File: config.mk
export PLATFORM = sky130hd
export DESIGN_NAME = psp_slave_port
export DESIGN_NICKNAME = d
export VERILOG_FILES = /design/src/hdl/psp_pkg.sv /design/src/hdl/psp_phase_gen.sv /design/src/hdl/psp_slave_port.sv
export SDC_FILE = /design/constraint.sdc
export NUM_CORES = 1
export LEC_CHECK = 0
export BUFFER_PORTS_ARGS = -buffer_cell sky130_fd_sc_hd__buf_2
export CAP_MARGIN = 10
export CORE_ASPECT_RATIO = 0.5
export CORE_MARGIN = 2
export CORE_UTILIZATION = 37
export DETAILED_ROUTE_END_ITERATION = 10
export SLEW_MARGIN = 0
export SYNTH_ARGS = -nofsm -noshare
export SYNTH_HDL_FRONTEND = slang
export SYNTH_HIERARCHICAL = 1
export SYNTH_SLANG_ARGS = --single-unit
File: constraint.sdc
create_clock -name pclk -period 1.83 [get_ports pclk]
set_input_delay 0.366 -clock pclk [delete_from_list [all_inputs] [get_ports pclk]]
set_output_delay 0.366 -clock pclk [all_outputs]
set_load 0.005 [all_outputs]
File: src/hdl/psp_pkg.sv
// Overview of operation
// - Input-full flag shows unread host byte
// - Overrun flag sticks until software clears
// - Select bit switches data port to slave
// - Low three bits set pin directions
// - Control pins become read, write, select
// - CPU writes output latch, reads input latch in slave mode and the pins outside it
// - Data direction register ignored in slave mode
// - Write starts with select and write low
// - Write end sets flags after phases
// - In slave mode only CPU data read clears input-full
// - Write on unread byte sets overrun
// - Read start clears output-full at once
// - Read end sets interrupt flag after phases
// - CPU data write sets output-full again
// - Outside slave mode full flags held clear
// - Completion latches interrupt flag, enable masks
// - Control/status resets to 0000 -111
// - Read drives output latch, write captures pins
// - Analog control pins read back zero
package psp_pkg;

  ////////////////////////////////////////////////////////////////////////////////
  // Bus geometry
  localparam int unsigned ADDR_W     = 10;
  localparam int unsigned DATA_W     = 32;
  localparam int unsigned IDX_W      = 8;
  localparam int unsigned BYTE_W     = 8;
  localparam int unsigned CPIN_W     = 3;

  // Register indices; byte address is four times the index
  localparam logic [IDX_W-1:0] IDX_DATA_PORT = 8'h08;
  localparam logic [IDX_W-1:0] IDX_DATA_DIR  = 8'h88;
  localparam logic [IDX_W-1:0] IDX_CPIN_PORT = 8'h09;
  localparam logic [IDX_W-1:0] IDX_CSR       = 8'h89;
  localparam logic [IDX_W-1:0] IDX_IRQ_FLAG  = 8'h0c;
  localparam logic [IDX_W-1:0] IDX_IRQ_EN    = 8'h8c;
  localparam logic [IDX_W-1:0] IDX_ACFG      = 8'h9f;

  // Control/status field positions
  localparam int unsigned CSR_IBF_BIT  = 7;
  localparam int unsigned CSR_OBF_BIT  = 6;
  localparam int unsigned CSR_INPUT_OVERRUN_FLAG_BIT = 5;
  localparam int unsigned CSR_MODE_BIT = 4;
  localparam int unsigned IRQ_BIT      = 7;

  // Control pin order from the lowest pin
  localparam int unsigned PIN_RD = 0;
  localparam int unsigned PIN_WR = 1;
  localparam int unsigned PIN_CS = 2;

  // Reset values
  localparam logic [BYTE_W-1:0] CSR_RESET     = 8'h07;
  localparam logic [CPIN_W-1:0] CPIN_DIR_RST  = 3'h7;
  localparam logic [BYTE_W-1:0] DATA_DIR_RST  = 8'hff;
  localparam logic [CPIN_W-1:0] ACFG_RESET    = 3'h0;
  localparam logic [CPIN_W-1:0] ACFG_DIGITAL  = 3'h7;

  // Phase sequencer: four clocks per instruction cycle
  localparam logic [1:0] PH_TWO  = 2'h1;
  localparam logic [1:0] PH_FOUR = 2'h3;

  // Host transfer sequencer, one-hot
  typedef enum logic [4:0] {
    PSP_IDLE    = 5'b00001,
    PSP_WR_ACT  = 5'b00010,
    PSP_RD_ACT  = 5'b00100,
    PSP_WAIT_Q2 = 5'b01000,
    PSP_WAIT_Q4 = 5'b10000
  } psp_fsm_t;

  // Whole state of the port
  typedef struct packed {
    psp_fsm_t            fsm;
    logic                wr_kind;
    logic [BYTE_W-1:0]   in_latch;
    logic [BYTE_W-1:0]   out_latch;
    logic [BYTE_W-1:0]   data_dir;
    logic [CPIN_W-1:0]   cpin_latch;
    logic [CPIN_W-1:0]   cpin_dir;
    logic                mode;
    logic                input_full_flag;
    logic                output_full_flag;
    logic                input_overrun_flag;
    logic [CPIN_W-1:0]   acfg;
    logic                irq_flag;
    logic                irq_en;
    logic                irq;
    logic                pready;
    logic                pslverr;
    logic [DATA_W-1:0]   prdata;
    logic [BYTE_W-1:0]   pd_o;
    logic [BYTE_W-1:0]   pd_oe;
    logic [CPIN_W-1:0]   cp_o;
    logic [CPIN_W-1:0]   cp_oe;
  } psp_state_t;

endpackage

File: src/hdl/psp_phase_gen.sv
`timescale 1ns/10ps
module psp_phase_gen
  import psp_pkg::*;
(
  input  wire logic pclk,
  input  wire logic presetn,
  output logic      phase_two,
  output logic      phase_four
);

  logic [1:0] cnt_q;

  ////////////////////////////////////////////////////////////////////////////////
  // Free-running quarter counter and registered phase pulses
  always_ff @(posedge pclk or negedge presetn) begin
    if (!presetn) begin
      cnt_q      <= 2'h0;
      phase_two  <= 1'b0;
      phase_four <= 1'b0;
    end else begin
      cnt_q      <= cnt_q + 2'h1;
      phase_two  <= (cnt_q == PH_TWO);
      phase_four <= (cnt_q == PH_FOUR);
    end
  end

endmodule // psp_phase_gen

File: src/hdl/psp_slave_port.sv
`timescale 1ns/10ps
module psp_slave_port
  import psp_pkg::*;
(
  input  wire logic              pclk,
  input  wire logic              presetn,
  input  wire logic              psel,
  input  wire logic              penable,
  input  wire logic              pwrite,
  input  wire logic [ADDR_W-1:0] paddr,
  input  wire logic [DATA_W-1:0] pwdata,
  input  wire logic [3:0]        pstrb,
  output logic      [DATA_W-1:0] prdata,
  output logic                   pready,
  output logic                   pslverr,
  input  wire logic [BYTE_W-1:0] pd_i,
  output logic      [BYTE_W-1:0] pd_o,
  output logic      [BYTE_W-1:0] pd_oe,
  input  wire logic [CPIN_W-1:0] cp_i,
  output logic      [CPIN_W-1:0] cp_o,
  output logic      [CPIN_W-1:0] cp_oe,
  output logic                   slave_port_irq
);

  psp_state_t s_q;
  psp_state_t s_d;
  logic       phase_two;
  logic       phase_four;

  ////////////////////////////////////////////////////////////////////////////////
  // Phase pulses for completion timing
  psp_phase_gen u_phase (
    .pclk       (pclk),
    .presetn    (presetn),
    .phase_two  (phase_two),
    .phase_four (phase_four)
  );

  ////////////////////////////////////////////////////////////////////////////////
  // Address decode for the error response; the read mux uses reg_hit
  function automatic logic reg_mapped(input logic [ADDR_W-1:0] a);
    logic [IDX_W-1:0] idx;
    idx = a[ADDR_W-1:2];
    reg_mapped = (a[1:0] == 2'h0) &&
                 (idx == IDX_DATA_PORT || idx == IDX_DATA_DIR || idx == IDX_CPIN_PORT ||
                  idx == IDX_CSR || idx == IDX_IRQ_FLAG || idx == IDX_IRQ_EN ||
                  idx == IDX_ACFG);
  endfunction

  // Register hit test for one index
  function automatic logic reg_hit(input logic [ADDR_W-1:0] a, input logic [IDX_W-1:0] idx);
    reg_hit = (a[1:0] == 2'h0) && (a[ADDR_W-1:2] == idx);
  endfunction

  // Control pin readback; analog pins read zero
  function automatic logic [CPIN_W-1:0] cpin_read(input psp_state_t s,
                                                  input logic [CPIN_W-1:0] pins);
    logic [CPIN_W-1:0] r;
    r = '0;
    for (int i = 0; i < CPIN_W; i++) begin
      if (s.cpin_dir[i]) begin
        r[i] = (s.acfg == ACFG_DIGITAL) ? pins[i] : 1'b0;
      end else begin
        r[i] = s.cpin_latch[i];
      end
    end
    cpin_read = r;
  endfunction

  ////////////////////////////////////////////////////////////////////////////////
  // Strobe decode and bus phase terms
  logic cs_low;
  logic wr_low;
  logic rd_low;
  logic wr_start;
  logic rd_start;
  logic wr_release;
  logic rd_release;
  logic ev_done;
  logic apb_setup;
  logic apb_done;
  logic cpu_wr_data;
  logic cpu_rd_data;
  logic cpu_wr_csr;
  logic cpu_wr_irqf;

  // Control pins act as strobes only in slave mode
  assign cs_low      = s_q.mode && !cp_i[PIN_CS];
  assign wr_low      = !cp_i[PIN_WR];
  assign rd_low      = !cp_i[PIN_RD];
  assign wr_start    = (s_q.fsm == PSP_IDLE) && cs_low && wr_low;
  assign rd_start    = (s_q.fsm == PSP_IDLE) && cs_low && rd_low && !wr_low;
  assign wr_release  = (s_q.fsm == PSP_WR_ACT) && !(cs_low && wr_low);
  assign rd_release  = (s_q.fsm == PSP_RD_ACT) && !(cs_low && rd_low);
  assign ev_done     = (s_q.fsm == PSP_WAIT_Q4) && phase_four;
  assign apb_setup   = psel && !penable;
  assign apb_done    = psel && penable && s_q.pready;
  assign cpu_wr_data = apb_done && pwrite && pstrb[0] && reg_hit(paddr, IDX_DATA_PORT);
  assign cpu_rd_data = apb_done && !pwrite && reg_hit(paddr, IDX_DATA_PORT);
  assign cpu_wr_csr  = apb_done && pwrite && pstrb[0] && reg_hit(paddr, IDX_CSR);
  assign cpu_wr_irqf = apb_done && pwrite && pstrb[0] && reg_hit(paddr, IDX_IRQ_FLAG);

  ////////////////////////////////////////////////////////////////////////////////
  // Next-state logic
  always_comb begin
    s_d = s_q;

    // Host transfer sequencer
    case (s_q.fsm)
      PSP_IDLE: begin
        if (wr_start) begin
          s_d.fsm      = PSP_WR_ACT;
          s_d.in_latch = pd_i;
        end else if (rd_start) begin
          s_d.fsm = PSP_RD_ACT;
        end
      end
      PSP_WR_ACT: begin
        if (wr_release) begin
          s_d.fsm     = PSP_WAIT_Q2;
          s_d.wr_kind = 1'b1;
        end else begin
          s_d.in_latch = pd_i;
        end
      end
      PSP_RD_ACT: begin
        if (rd_release) begin
          s_d.fsm     = PSP_WAIT_Q2;
          s_d.wr_kind = 1'b0;
        end
      end
      PSP_WAIT_Q2: begin
        if (phase_two) begin
          s_d.fsm = PSP_WAIT_Q4;
        end
      end
      PSP_WAIT_Q4: begin
        if (phase_four) begin
          s_d.fsm = PSP_IDLE;
        end
      end
      default: begin
        s_d.fsm = PSP_IDLE;
      end
    endcase
    if (!s_q.mode) begin
      s_d.fsm = PSP_IDLE;
    end

    // Software register writes
    if (cpu_wr_data) begin
      s_d.out_latch = pwdata[BYTE_W-1:0];
    end
    if (apb_done && pwrite && pstrb[0] && reg_hit(paddr, IDX_DATA_DIR)) begin
      s_d.data_dir = pwdata[BYTE_W-1:0];
    end
    if (apb_done && pwrite && pstrb[0] && reg_hit(paddr, IDX_CPIN_PORT)) begin
      s_d.cpin_latch = pwdata[CPIN_W-1:0];
    end
    if (cpu_wr_csr) begin
      s_d.mode     = pwdata[CSR_MODE_BIT];
      s_d.cpin_dir = pwdata[CPIN_W-1:0];
      s_d.input_overrun_flag     = pwdata[CSR_INPUT_OVERRUN_FLAG_BIT];
    end
    if (apb_done && pwrite && pstrb[0] && reg_hit(paddr, IDX_ACFG)) begin
      s_d.acfg = pwdata[CPIN_W-1:0];
    end
    if (apb_done && pwrite && pstrb[0] && reg_hit(paddr, IDX_IRQ_EN)) begin
      s_d.irq_en = pwdata[IRQ_BIT];
    end
    if (cpu_wr_irqf) begin
      s_d.irq_flag = pwdata[IRQ_BIT];
    end

    // Status flags; hardware set wins over software clear
    if (s_q.mode) begin
      if (cpu_rd_data) begin
        s_d.input_full_flag = 1'b0;
      end
      if (ev_done && s_q.wr_kind) begin
        s_d.input_full_flag = 1'b1;
      end
      if (rd_start) begin
        s_d.output_full_flag = 1'b0;
      end
      if (cpu_wr_data) begin
        s_d.output_full_flag = 1'b1;
      end
    end else begin
      s_d.input_full_flag = 1'b0;
      s_d.output_full_flag = 1'b0;
    end
    if (wr_start && s_q.input_full_flag) begin
      s_d.input_overrun_flag = 1'b1;
    end
    if (ev_done) begin
      s_d.irq_flag = 1'b1;
    end
    s_d.irq = s_q.irq_flag && s_q.irq_en;

    // Bus response, answered in the access cycle after setup
    s_d.pready  = apb_setup;
    s_d.pslverr = apb_setup && !reg_mapped(paddr);
    s_d.prdata  = '0;
    if (apb_setup && !pwrite) begin
      if (reg_hit(paddr, IDX_DATA_PORT)) begin
        s_d.prdata[BYTE_W-1:0] = s_q.mode ? s_q.in_latch : pd_i;
      end else if (reg_hit(paddr, IDX_DATA_DIR)) begin
        s_d.prdata[BYTE_W-1:0] = s_q.data_dir;
      end else if (reg_hit(paddr, IDX_CPIN_PORT)) begin
        s_d.prdata[CPIN_W-1:0] = cpin_read(s_q, cp_i);
      end else if (reg_hit(paddr, IDX_CSR)) begin
        s_d.prdata[BYTE_W-1:0] = {s_q.input_full_flag, s_q.output_full_flag, s_q.input_overrun_flag, s_q.mode,
                                  1'b0, s_q.cpin_dir};
      end else if (reg_hit(paddr, IDX_IRQ_FLAG)) begin
        s_d.prdata[IRQ_BIT] = s_q.irq_flag;
      end else if (reg_hit(paddr, IDX_IRQ_EN)) begin
        s_d.prdata[IRQ_BIT] = s_q.irq_en;
      end else if (reg_hit(paddr, IDX_ACFG)) begin
        s_d.prdata[CPIN_W-1:0] = s_q.acfg;
      end
    end

    // Pin drivers; direction register ignored in slave mode
    s_d.pd_o = s_q.out_latch;
    if (s_q.mode) begin
      s_d.pd_oe = (cs_low && rd_low) ? {BYTE_W{1'b1}} : {BYTE_W{1'b0}};
    end else begin
      s_d.pd_oe = ~s_q.data_dir;
    end
    s_d.cp_o  = s_q.cpin_latch;
    s_d.cp_oe = ~s_q.cpin_dir;
  end

  ////////////////////////////////////////////////////////////////////////////////
  // State register
  always_ff @(posedge pclk or negedge presetn) begin
    if (!presetn) begin
      s_q            <= '0;
      s_q.fsm        <= PSP_IDLE;
      s_q.cpin_dir   <= CPIN_DIR_RST;
      s_q.data_dir   <= DATA_DIR_RST;
      s_q.acfg       <= ACFG_RESET;
    end else begin
      s_q <= s_d;
    end
  end

  ////////////////////////////////////////////////////////////////////////////////
  // Outputs straight from the state register
  assign prdata         = s_q.prdata;
  assign pready         = s_q.pready;
  assign pslverr        = s_q.pslverr;
  assign pd_o           = s_q.pd_o;
  assign pd_oe          = s_q.pd_oe;
  assign cp_o           = s_q.cp_o;
  assign cp_oe          = s_q.cp_oe;
  assign slave_port_irq = s_q.irq;
endmodule // psp_slave_port

==> metrics.csv, run 1 <==
stage,metric,value,unit
status,status,finished with violations,
status,failing checks,negative hold slack,
grt,GRT overflow,0,
routing,ANT nets after route,0,
timing,Worst Max-Slew Pin Slew,0.5290,ns
die,Starting Density,38.19,%
worst_setup_path,Worst setup SP type,register,
place,dpl hpwl,6.287,mm
grt,initial antenna violation count,1,
yosys,largest area contributor in the netlist,dfrtp_1,
finish,Area Overhead vs Synth,19.05,%
pwr,power density over the cells,821.5,nW/um^2
die,Ports,119,
yosys,post-synth top area share,44.76,%
finish,diode count,0,
yosys,Synth Flop Type,dfrtp_1,
clock_network,CTS tree,yes,
die,Core Box Area,10250,sq um
timing,Final Hold Slack,-0.01575,ns
yosys,Seq cells post-synth,82,
yosys,yosys warns,6,
timing,Fmax,582.5,MHz
die,Vert. Die Dim,76.73,um
grt,largest net degree at the start of global routing,38,
routing,Total Routed Length,8.424,mm
yosys,synth cell count leaders,"dfrtp_1 (70), buf_4 (54), mux2_1 (23), nand2_1 (23), nand3_1 (16)",
timing,unrepaired setup endpoints after global routing,false,
clock_network,Inserted Clock Buffers,9,
timing,Tmin final,1.717,ns
finish,Final Instance Count excl. Fillers,551,
clock_network,Clock Tree Root,clkbuf_16,
place,Final Wtd Congestion,0.9303,
clock_network,H-tree levels,3,
yosys,syn_area_per_cell,11.68,sq um
worst_setup_path,crit-path cells,or3b_1 -> or4_1 -> nand3_1 -> nor3_1 -> o32a_1,
min_path,min-delay worst type,input port to async pin,
yosys,"count leader, synth",dfrtp_1,
routing,DRT Pass-1 Iters,4,
timing,Final Max Slew Viols,0,
routing,vias per inst,4.686,
worst_setup_path,Crit Path Class,register to register,
worst_setup_path,CP arrival,1.94,ns
timing,crit share post-route,93.81,%
die,die area,11470,sq um
yosys,Unique masters post-synth,54,
finish,fillcell total,952,
pwr,Tot Pwr,3.828,mW
routing,Post-route DRC,0,
clock_network,"Reg clk slew, reported paths",0.06,ns
pwr,peak supply drop,417.9,uV
clock_network,CTS sink count,82,
pwr,Leakage,2.269,nW
yosys,post-synthesis async set-or-reset flop share,100.0,%
timing,Rel. slew slack,64.73,%
grt,global-route wire length before repair,13.55,mm
die,Rows,26,
clock_network,Post-CTS Hold Fix Bufs,0,
yosys,largest cells by area after synthesis,"dfrtp_1 (45%), buf_4 (10%), dfstp_2 (8.1%)",
worst_setup_path,Crit path largest cell delay,0.47,ns
clock_network,post-CTS setup buffers,0,
yosys,Syn Std Cell Area,3914,sq um
finish,Post-layout nets,470,
yosys,Post-Synthesis Cells,335,
flow_run,max_cap viols,0,
finish,layout cell share with drive strength beyond 1,37.96,%
worst_setup_path,Crit. End Element,register,
yosys,sequential fraction of the synthesis area,52.81,%
routing,DR vias,2582,
routing,Iter 0 DRT Violations,120,
clock_network,Max clock buf depth,2,
timing,final setup violation count,0,
worst_setup_path,Worst Path Required,2.05,ns
place,placed inst area,4354,sq um
clock_network,number of gates resized after cts,0,
place,placed cells,535,
place,Buffers on Ports,67,
routing,wire length per cell,15.29,um
worst_setup_path,"Max FO, Critical Path",2,
grt,vias in the first global route,2632,
worst_setup_path,"Slowest-stage cell, CP",or4_1,
grt,global routing usage summed across all routing layers,15.76,%
die,Die X,149.5,um
timing,Hold Fails Final Rpt,9,
timing,Setup Skew,0.004941,ns
finish,design area,4659,sq um
yosys,number of synthesized flops with an enable pin,0,
clock_network,clk_lat worst skew,0.34,ns
critical path, delay by kind of cell (launching register included):
family / cells / cell delay (ns)
AO/OA/AOI/OAI: 1 / 0.17
flip-flops: 1 / 0.37
AND/OR/NAND/NOR: 4 / 1.06
layout by cell type (no fill, tap or decap), types with 2 or more instances in the layout:
| cell | instances |
|---|---|
| dfstp_2 | 12 |
| a211oi_1 | 5 |
| inv_2 | 2 |
| nor2_1 | 5 |
| o211ai_1 | 4 |
| and2_1 | 5 |
| conb_1 | 24 |
| mux2_1 | 23 |
| o21ai_0 | 15 |
| nand3_1 | 16 |
| inv_1 | 9 |
| a21oi_1 | 4 |
| buf_2 | 66 |
| nor3_1 | 5 |
| buf_4 | 32 |
| clkinvlp_4 | 2 |
| nand2_1 | 23 |
| nand2b_1 | 3 |
| nand4_1 | 3 |
| mux2_2 | 7 |
| mux2_4 | 8 |
| o21ai_1 | 5 |
| nor3b_1 | 2 |
| ha_1 | 2 |
| mux2i_1 | 8 |
| clkbuf_16 | 9 |
| nor4_2 | 2 |
| nand4_2 | 2 |
| and3_1 | 2 |
| buf_12 | 3 |
| dfrtp_1 | 70 |
| or3_1 | 2 |
| a31oi_1 | 3 |
| nor2b_1 | 3 |
power by group:
group | total (mW) | internal, mW | switching [mW] | leakage (nW)
clock | 1.82 | 1.10 | 0.723 | 0.142
combinational | 0.184 | 0.0666 | 0.118 | 1.09
sequential | 1.82 | 1.82 | 0.00163 | 1.03
total | 3.83 | 2.99 | 0.842 | 2.27
flip-flops by register name (all words and copies together) (netlist names):
signal and count:
s_q 34, s_d 11, pd_o 8, pd_oe 8, prdata 8, cp_o 3, cp_oe 3, u_phase/cnt_q 2
pready 1, pslverr 1, slave_port_irq 1, u_phase/phase_four 1, u_phase/phase_two 1
cell type report:
class	instances	area (sq um)	share of cell area [%]
clock inverter	5	62.56	1.343
sequential	82	2067	44.36
clock buffer	11	242.7	5.209
timing repair buffer	101	630.6	13.53
inverter	11	41.29	0.8861
multi-input combinational	201	1440	30.91
tap	140	175.2	3.759
cells by family (layout without fill, tap and decap cells):
logic type / Yosys count / count (layout) / synth area share (%)
multiplexers: 46 / 46 / 13.75
AND/OR/NAND/NOR: 84 / 84 / 12.85
flip-flops: 82 / 82 / 52.81
AO/OA/AOI/OAI: 45 / 45 / 7.257
buffers and inverters: 75 / 128 / 12.60
other: 1 / 24 / 0.09582
adder cells (fa/ha/maj): 2 / 2 / 0.6393
routing by layer:
metal | global-route usage, % | wire length, um
met3 | 6.786 | 724
met1 | 21.47 | 4040
met2 | 22.57 | 3547
met5 | 0 | 0
met4 | 5.048 | 112
final timing paths:
kind / startpoint / endpoint / slack (ns) / cells past startpoint
min reg2reg: s_d[18] / pd_o[4] / 0.38 / 0
min: presetn / u_phase/cnt_q[0] / -0.02 / 1
min in group pclk: pd_i[7] / s_q[95] / 0.25 / 2
max reg2reg: s_q[65] / s_q[99] / 0.11 / 5
max: s_q[65] / s_q[99] / 0.11 / 5
max in group asynchronous: presetn / s_q[88] / 1.26 / 2
stage by stage:
step / util, % / TNS, ns / hold slack [ns] / setup WS [ns]
final: 45.47 / 0 / -0.01575 / 0.1132
after global routing: 45.47 / 0 / 0.01604 / 0.04118
after CTS: 45.47 / 0 / 0.01151 / 0.1194
after detailed placement: 42.49 / -5.588 / 0.3620 / -0.2335
after global placement: 42.49 / -5.312 / 0.3581 / -0.2291
after floorplan: - / -0.5482 / 0.07041 / -0.06641
Power figures use the tool's default switching activity.
==> run 2, diff against run 1 <==
--- a/config.mk
+++ b/config.mk
@@ -5,6 +5,7 @@
 export SDC_FILE = /design/constraint.sdc
 export NUM_CORES = 1
 export LEC_CHECK = 0
+export ABC_AREA = 1
 export BUFFER_PORTS_ARGS = -buffer_cell sky130_fd_sc_hd__buf_2
 export CAP_MARGIN = 10
 export CORE_ASPECT_RATIO = 0.5
==> run 2 against run 1 <==
  * The run now ends clean
  * Sequential power about the same
  * Core utilization is 2.9 points lower
  * Worst hold slack better by 0.27 ns
  * Setup slack better by 0.22 ns
  * Design area is 0.59% lower
  * Combinational power is essentially flat
  * Sequential share of layout area up 0.26 points
  * Global-route usage down 1.2 points
  * First-iteration DRC count rose by 65%
  * Clock power about the same
  * Synthesized cell count increased by 31%
  * Fmax increased by 15%
==> metrics.csv, run 2 <==
stage,metric,value,unit,change
status,status,"complete, no violations",,
min_path,min-delay worst type,input port to register,,
timing,Tmin final,1.499,ns,-0.2180 ns
timing,final setup violation count,0,,unchanged
die,Die X,152.7,um,+2.2%
clock_network,post-CTS setup buffers,0,,unchanged
place,placed inst area,4310,sq um,-1.0%
yosys,largest area contributor in the netlist,dfrtp_1,,
grt,global-route wire length before repair,13.59,mm,+0.31%
yosys,Seq cells post-synth,82,,unchanged
yosys,sequential fraction of the synthesis area,50.52,%,-2.3 points
worst_setup_path,Worst setup SP type,register,,
clock_network,clk_lat worst skew,0.34,ns,about the same
grt,initial antenna violation count,0,,-1
clock_network,Inserted Clock Buffers,9,,unchanged
die,Rows,27,,+3.8%
timing,unrepaired setup endpoints after global routing,false,,
yosys,synth cell count leaders,"nand2_1 (80), dfrtp_1 (70), buf_4 (54)",,
grt,largest net degree at the start of global routing,26,,-32%
routing,Total Routed Length,8.242,mm,-2.2%
worst_setup_path,Worst Path Required,2.09,ns,+0.04 ns
yosys,syn_area_per_cell,9.341,sq um,-20%
timing,Hold Fails Final Rpt,0,,-9
clock_network,CTS tree,yes,,
routing,Iter 0 DRT Violations,198,,+65%
die,Starting Density,37.61,%,-0.58 points
grt,global routing usage summed across all routing layers,14.57,%,-1.2 points
routing,vias per inst,4.527,,-3.4%
finish,diode count,0,,unchanged
clock_network,CTS sink count,82,,unchanged
routing,ANT nets after route,0,,unchanged
place,Final Wtd Congestion,0.8814,,-5.3%
timing,Final Hold Slack,0.2586,ns,+0.2744 ns
routing,DRT Pass-1 Iters,4,,unchanged
finish,area of the multi-input gates,1458,sq um,+1.2%
worst_setup_path,CP arrival,1.76,ns,-0.18 ns
grt,GRT overflow,0,,unchanged
yosys,"count leader, synth",nand2_1,,
routing,wire length per cell,12.94,um,-15%
yosys,largest cells by area after synthesis,"dfrtp_1 (43%), buf_4 (9.9%), dfstp_2 (7.7%)",,
yosys,Synth Flop Type,dfrtp_1,,
worst_setup_path,"Max FO, Critical Path",17,,+15
finish,Biggest register,s_q,,
place,dpl hpwl,6.278,mm,-0.14%
die,die area,11970,sq um,+4.4%
finish,Area Overhead vs Synth,13.21,%,
timing,Fmax,667.2,MHz,+15%
finish,layout cell share with drive strength beyond 1,31.30,%,-6.7 points
yosys,yosys warns,6,,unchanged
finish,fillcell total,1082,,+14%
worst_setup_path,Crit. End Element,register,,
finish,most frequent cells in the layout,"nand2_1 (80), dfrtp_1 (70), buf_2 (66)",,
yosys,post-synth top area share,42.81,%,-1.9 points
yosys,Syn Std Cell Area,4091,sq um,+4.5%
finish,"commonest non-fill, non-tap cell in the layout",nand2_1,,
finish,Largest register FFs,34,,unchanged
yosys,post-synthesis async set-or-reset flop share,100.0,%,unchanged
clock_network,Max clock buf depth,2,,unchanged
yosys,number of synthesized flops with an enable pin,0,,unchanged
place,Buffers on Ports,67,,unchanged
timing,Setup Skew,0.01169,ns,+0.006752 ns
clock_network,"Reg clk slew, reported paths",0.07,ns,about the same
clock_network,H-tree levels,3,,unchanged
worst_setup_path,Crit Path Class,register to register,,
timing,Final Max Slew Viols,0,,unchanged
clock_network,Clock Tree Root,clkbuf_16,,
routing,DR vias,2884,,+12%
yosys,Post-Synthesis Cells,438,,+31%
finish,Post-layout nets,551,,+17%
finish,fin util,42.58,%,-2.9 points
yosys,Unique masters post-synth,40,,-26%
timing,crit share post-route,81.90,%,-12 points
min_path,Hold Crit Depth,2,,
routing,Post-route DRC,0,,unchanged
die,Core Box Area,10880,sq um,+6.2%
pwr,Leakage,2.340,nW,+3.2%
worst_setup_path,reg2reg path depth,7,,+2
die,Vert. Die Dim,78.36,um,+2.1%
flow_run,max_cap viols,0,,unchanged
pwr,power density over the cells,831.7,nW/um^2,+1.2%
die,Ports,119,,unchanged
grt,vias in the first global route,2717,,+3.2%
finish,FF/Latch Area,2067,sq um,unchanged
pwr,peak supply drop,369.0,uV,-12%
timing,setup tns final,0,ns,unchanged
finish,design area,4632,sq um,-0.59%
run 2: cell types whose count changed after synthesis, moves of 13 or more:
cell,previous run,this run
mux2_1,23,0
o21ai_2,1,16
nor2_1,5,18
o21ai_1,5,25
nand2_1,23,80
inv_1,9,44
run 2: worst max-delay path, cell delays in order (launching register included):
cell and delay, ns:
dfrtp_1 0.40, nand2_1 0.16, inv_2 0.04, nand2_1 0.12, inv_1 0.10, a21oi_4 0.41, nand2_1 0.09, o21ai_1 0.10
run 2: area by class of cell:
type / count / area share [%]
clock buffers: 10 / 5.159
inverters: 53 / 4.349
clock inverters: 6 / 1.567
repair buffers: 75 / 8.914
well taps: 145 / 3.917
multi-input cells: 266 / 31.47
flip-flops and latches: 82 / 44.62
run 2: final timing paths:
| check | start | slack [ns] | to |
|---|---|---|---|
| max | s_q[65] | 0.33 | s_q[90] |
| min | penable | 0.26 | pready |
| max reg2reg | s_q[65] | 0.33 | s_q[90] |
| min reg2reg | s_d[15] | 0.38 | pd_o[1] |
| max in group asynchronous | presetn | 0.75 | s_q[76] |
| min in group asynchronous | presetn | 0.47 | s_q[62] |
run 2: kinds of logic after synthesis:
| family | Yosys count | synth area share, % |
|---|---|---|
| other | 1 | 0.09166 |
| and+or+nand+nor | 154 | 19.94 |
| adders and majority gates | 2 | 0.6115 |
| AOI/OAI and AO/OA | 86 | 12.87 |
| DFF | 82 | 50.52 |
| buffers and inverters | 113 | 15.96 |
run 2: routing by layer:
| layer | vias to the layer above | track usage (%) | share of wire [%] |
|---|---|---|---|
| met5 | - | 0 | 0 |
| met4 | 0 | 4.630 | 1.4 |
| met3 | 11 | 4.417 | 6.1 |
| met2 | 79 | 22.87 | 44 |
| met1 | 1368 | 19.49 | 48 |
| li1 | 1426 | - | - |
run 2: stage by stage:
stage	instances	setup WS, ns	total power [mW]
2_1_floorplan	461	0.5228	1.962
3_3_place_gp	620	0.2386	2.035
3_5_place_dp	620	0.1978	2.037
4_1_cts	637	0.3180	3.903
5_1_grt	637	0.1400	3.993
6_report	637	0.3312	3.852
run 2: power by group:
group	switching, mW	internal (mW)	total [mW]
clock network	0.742	1.11	1.85
registers	0.00146	1.82	1.82
logic	0.128	0.0551	0.183
total	0.872	2.98	3.85
run 2: timing repair:
item	CTS	global route
hold endpoints to repair	19	0
hold buffers	1	0
resized for setup	0	0
endpoints found under the setup margin	0	0
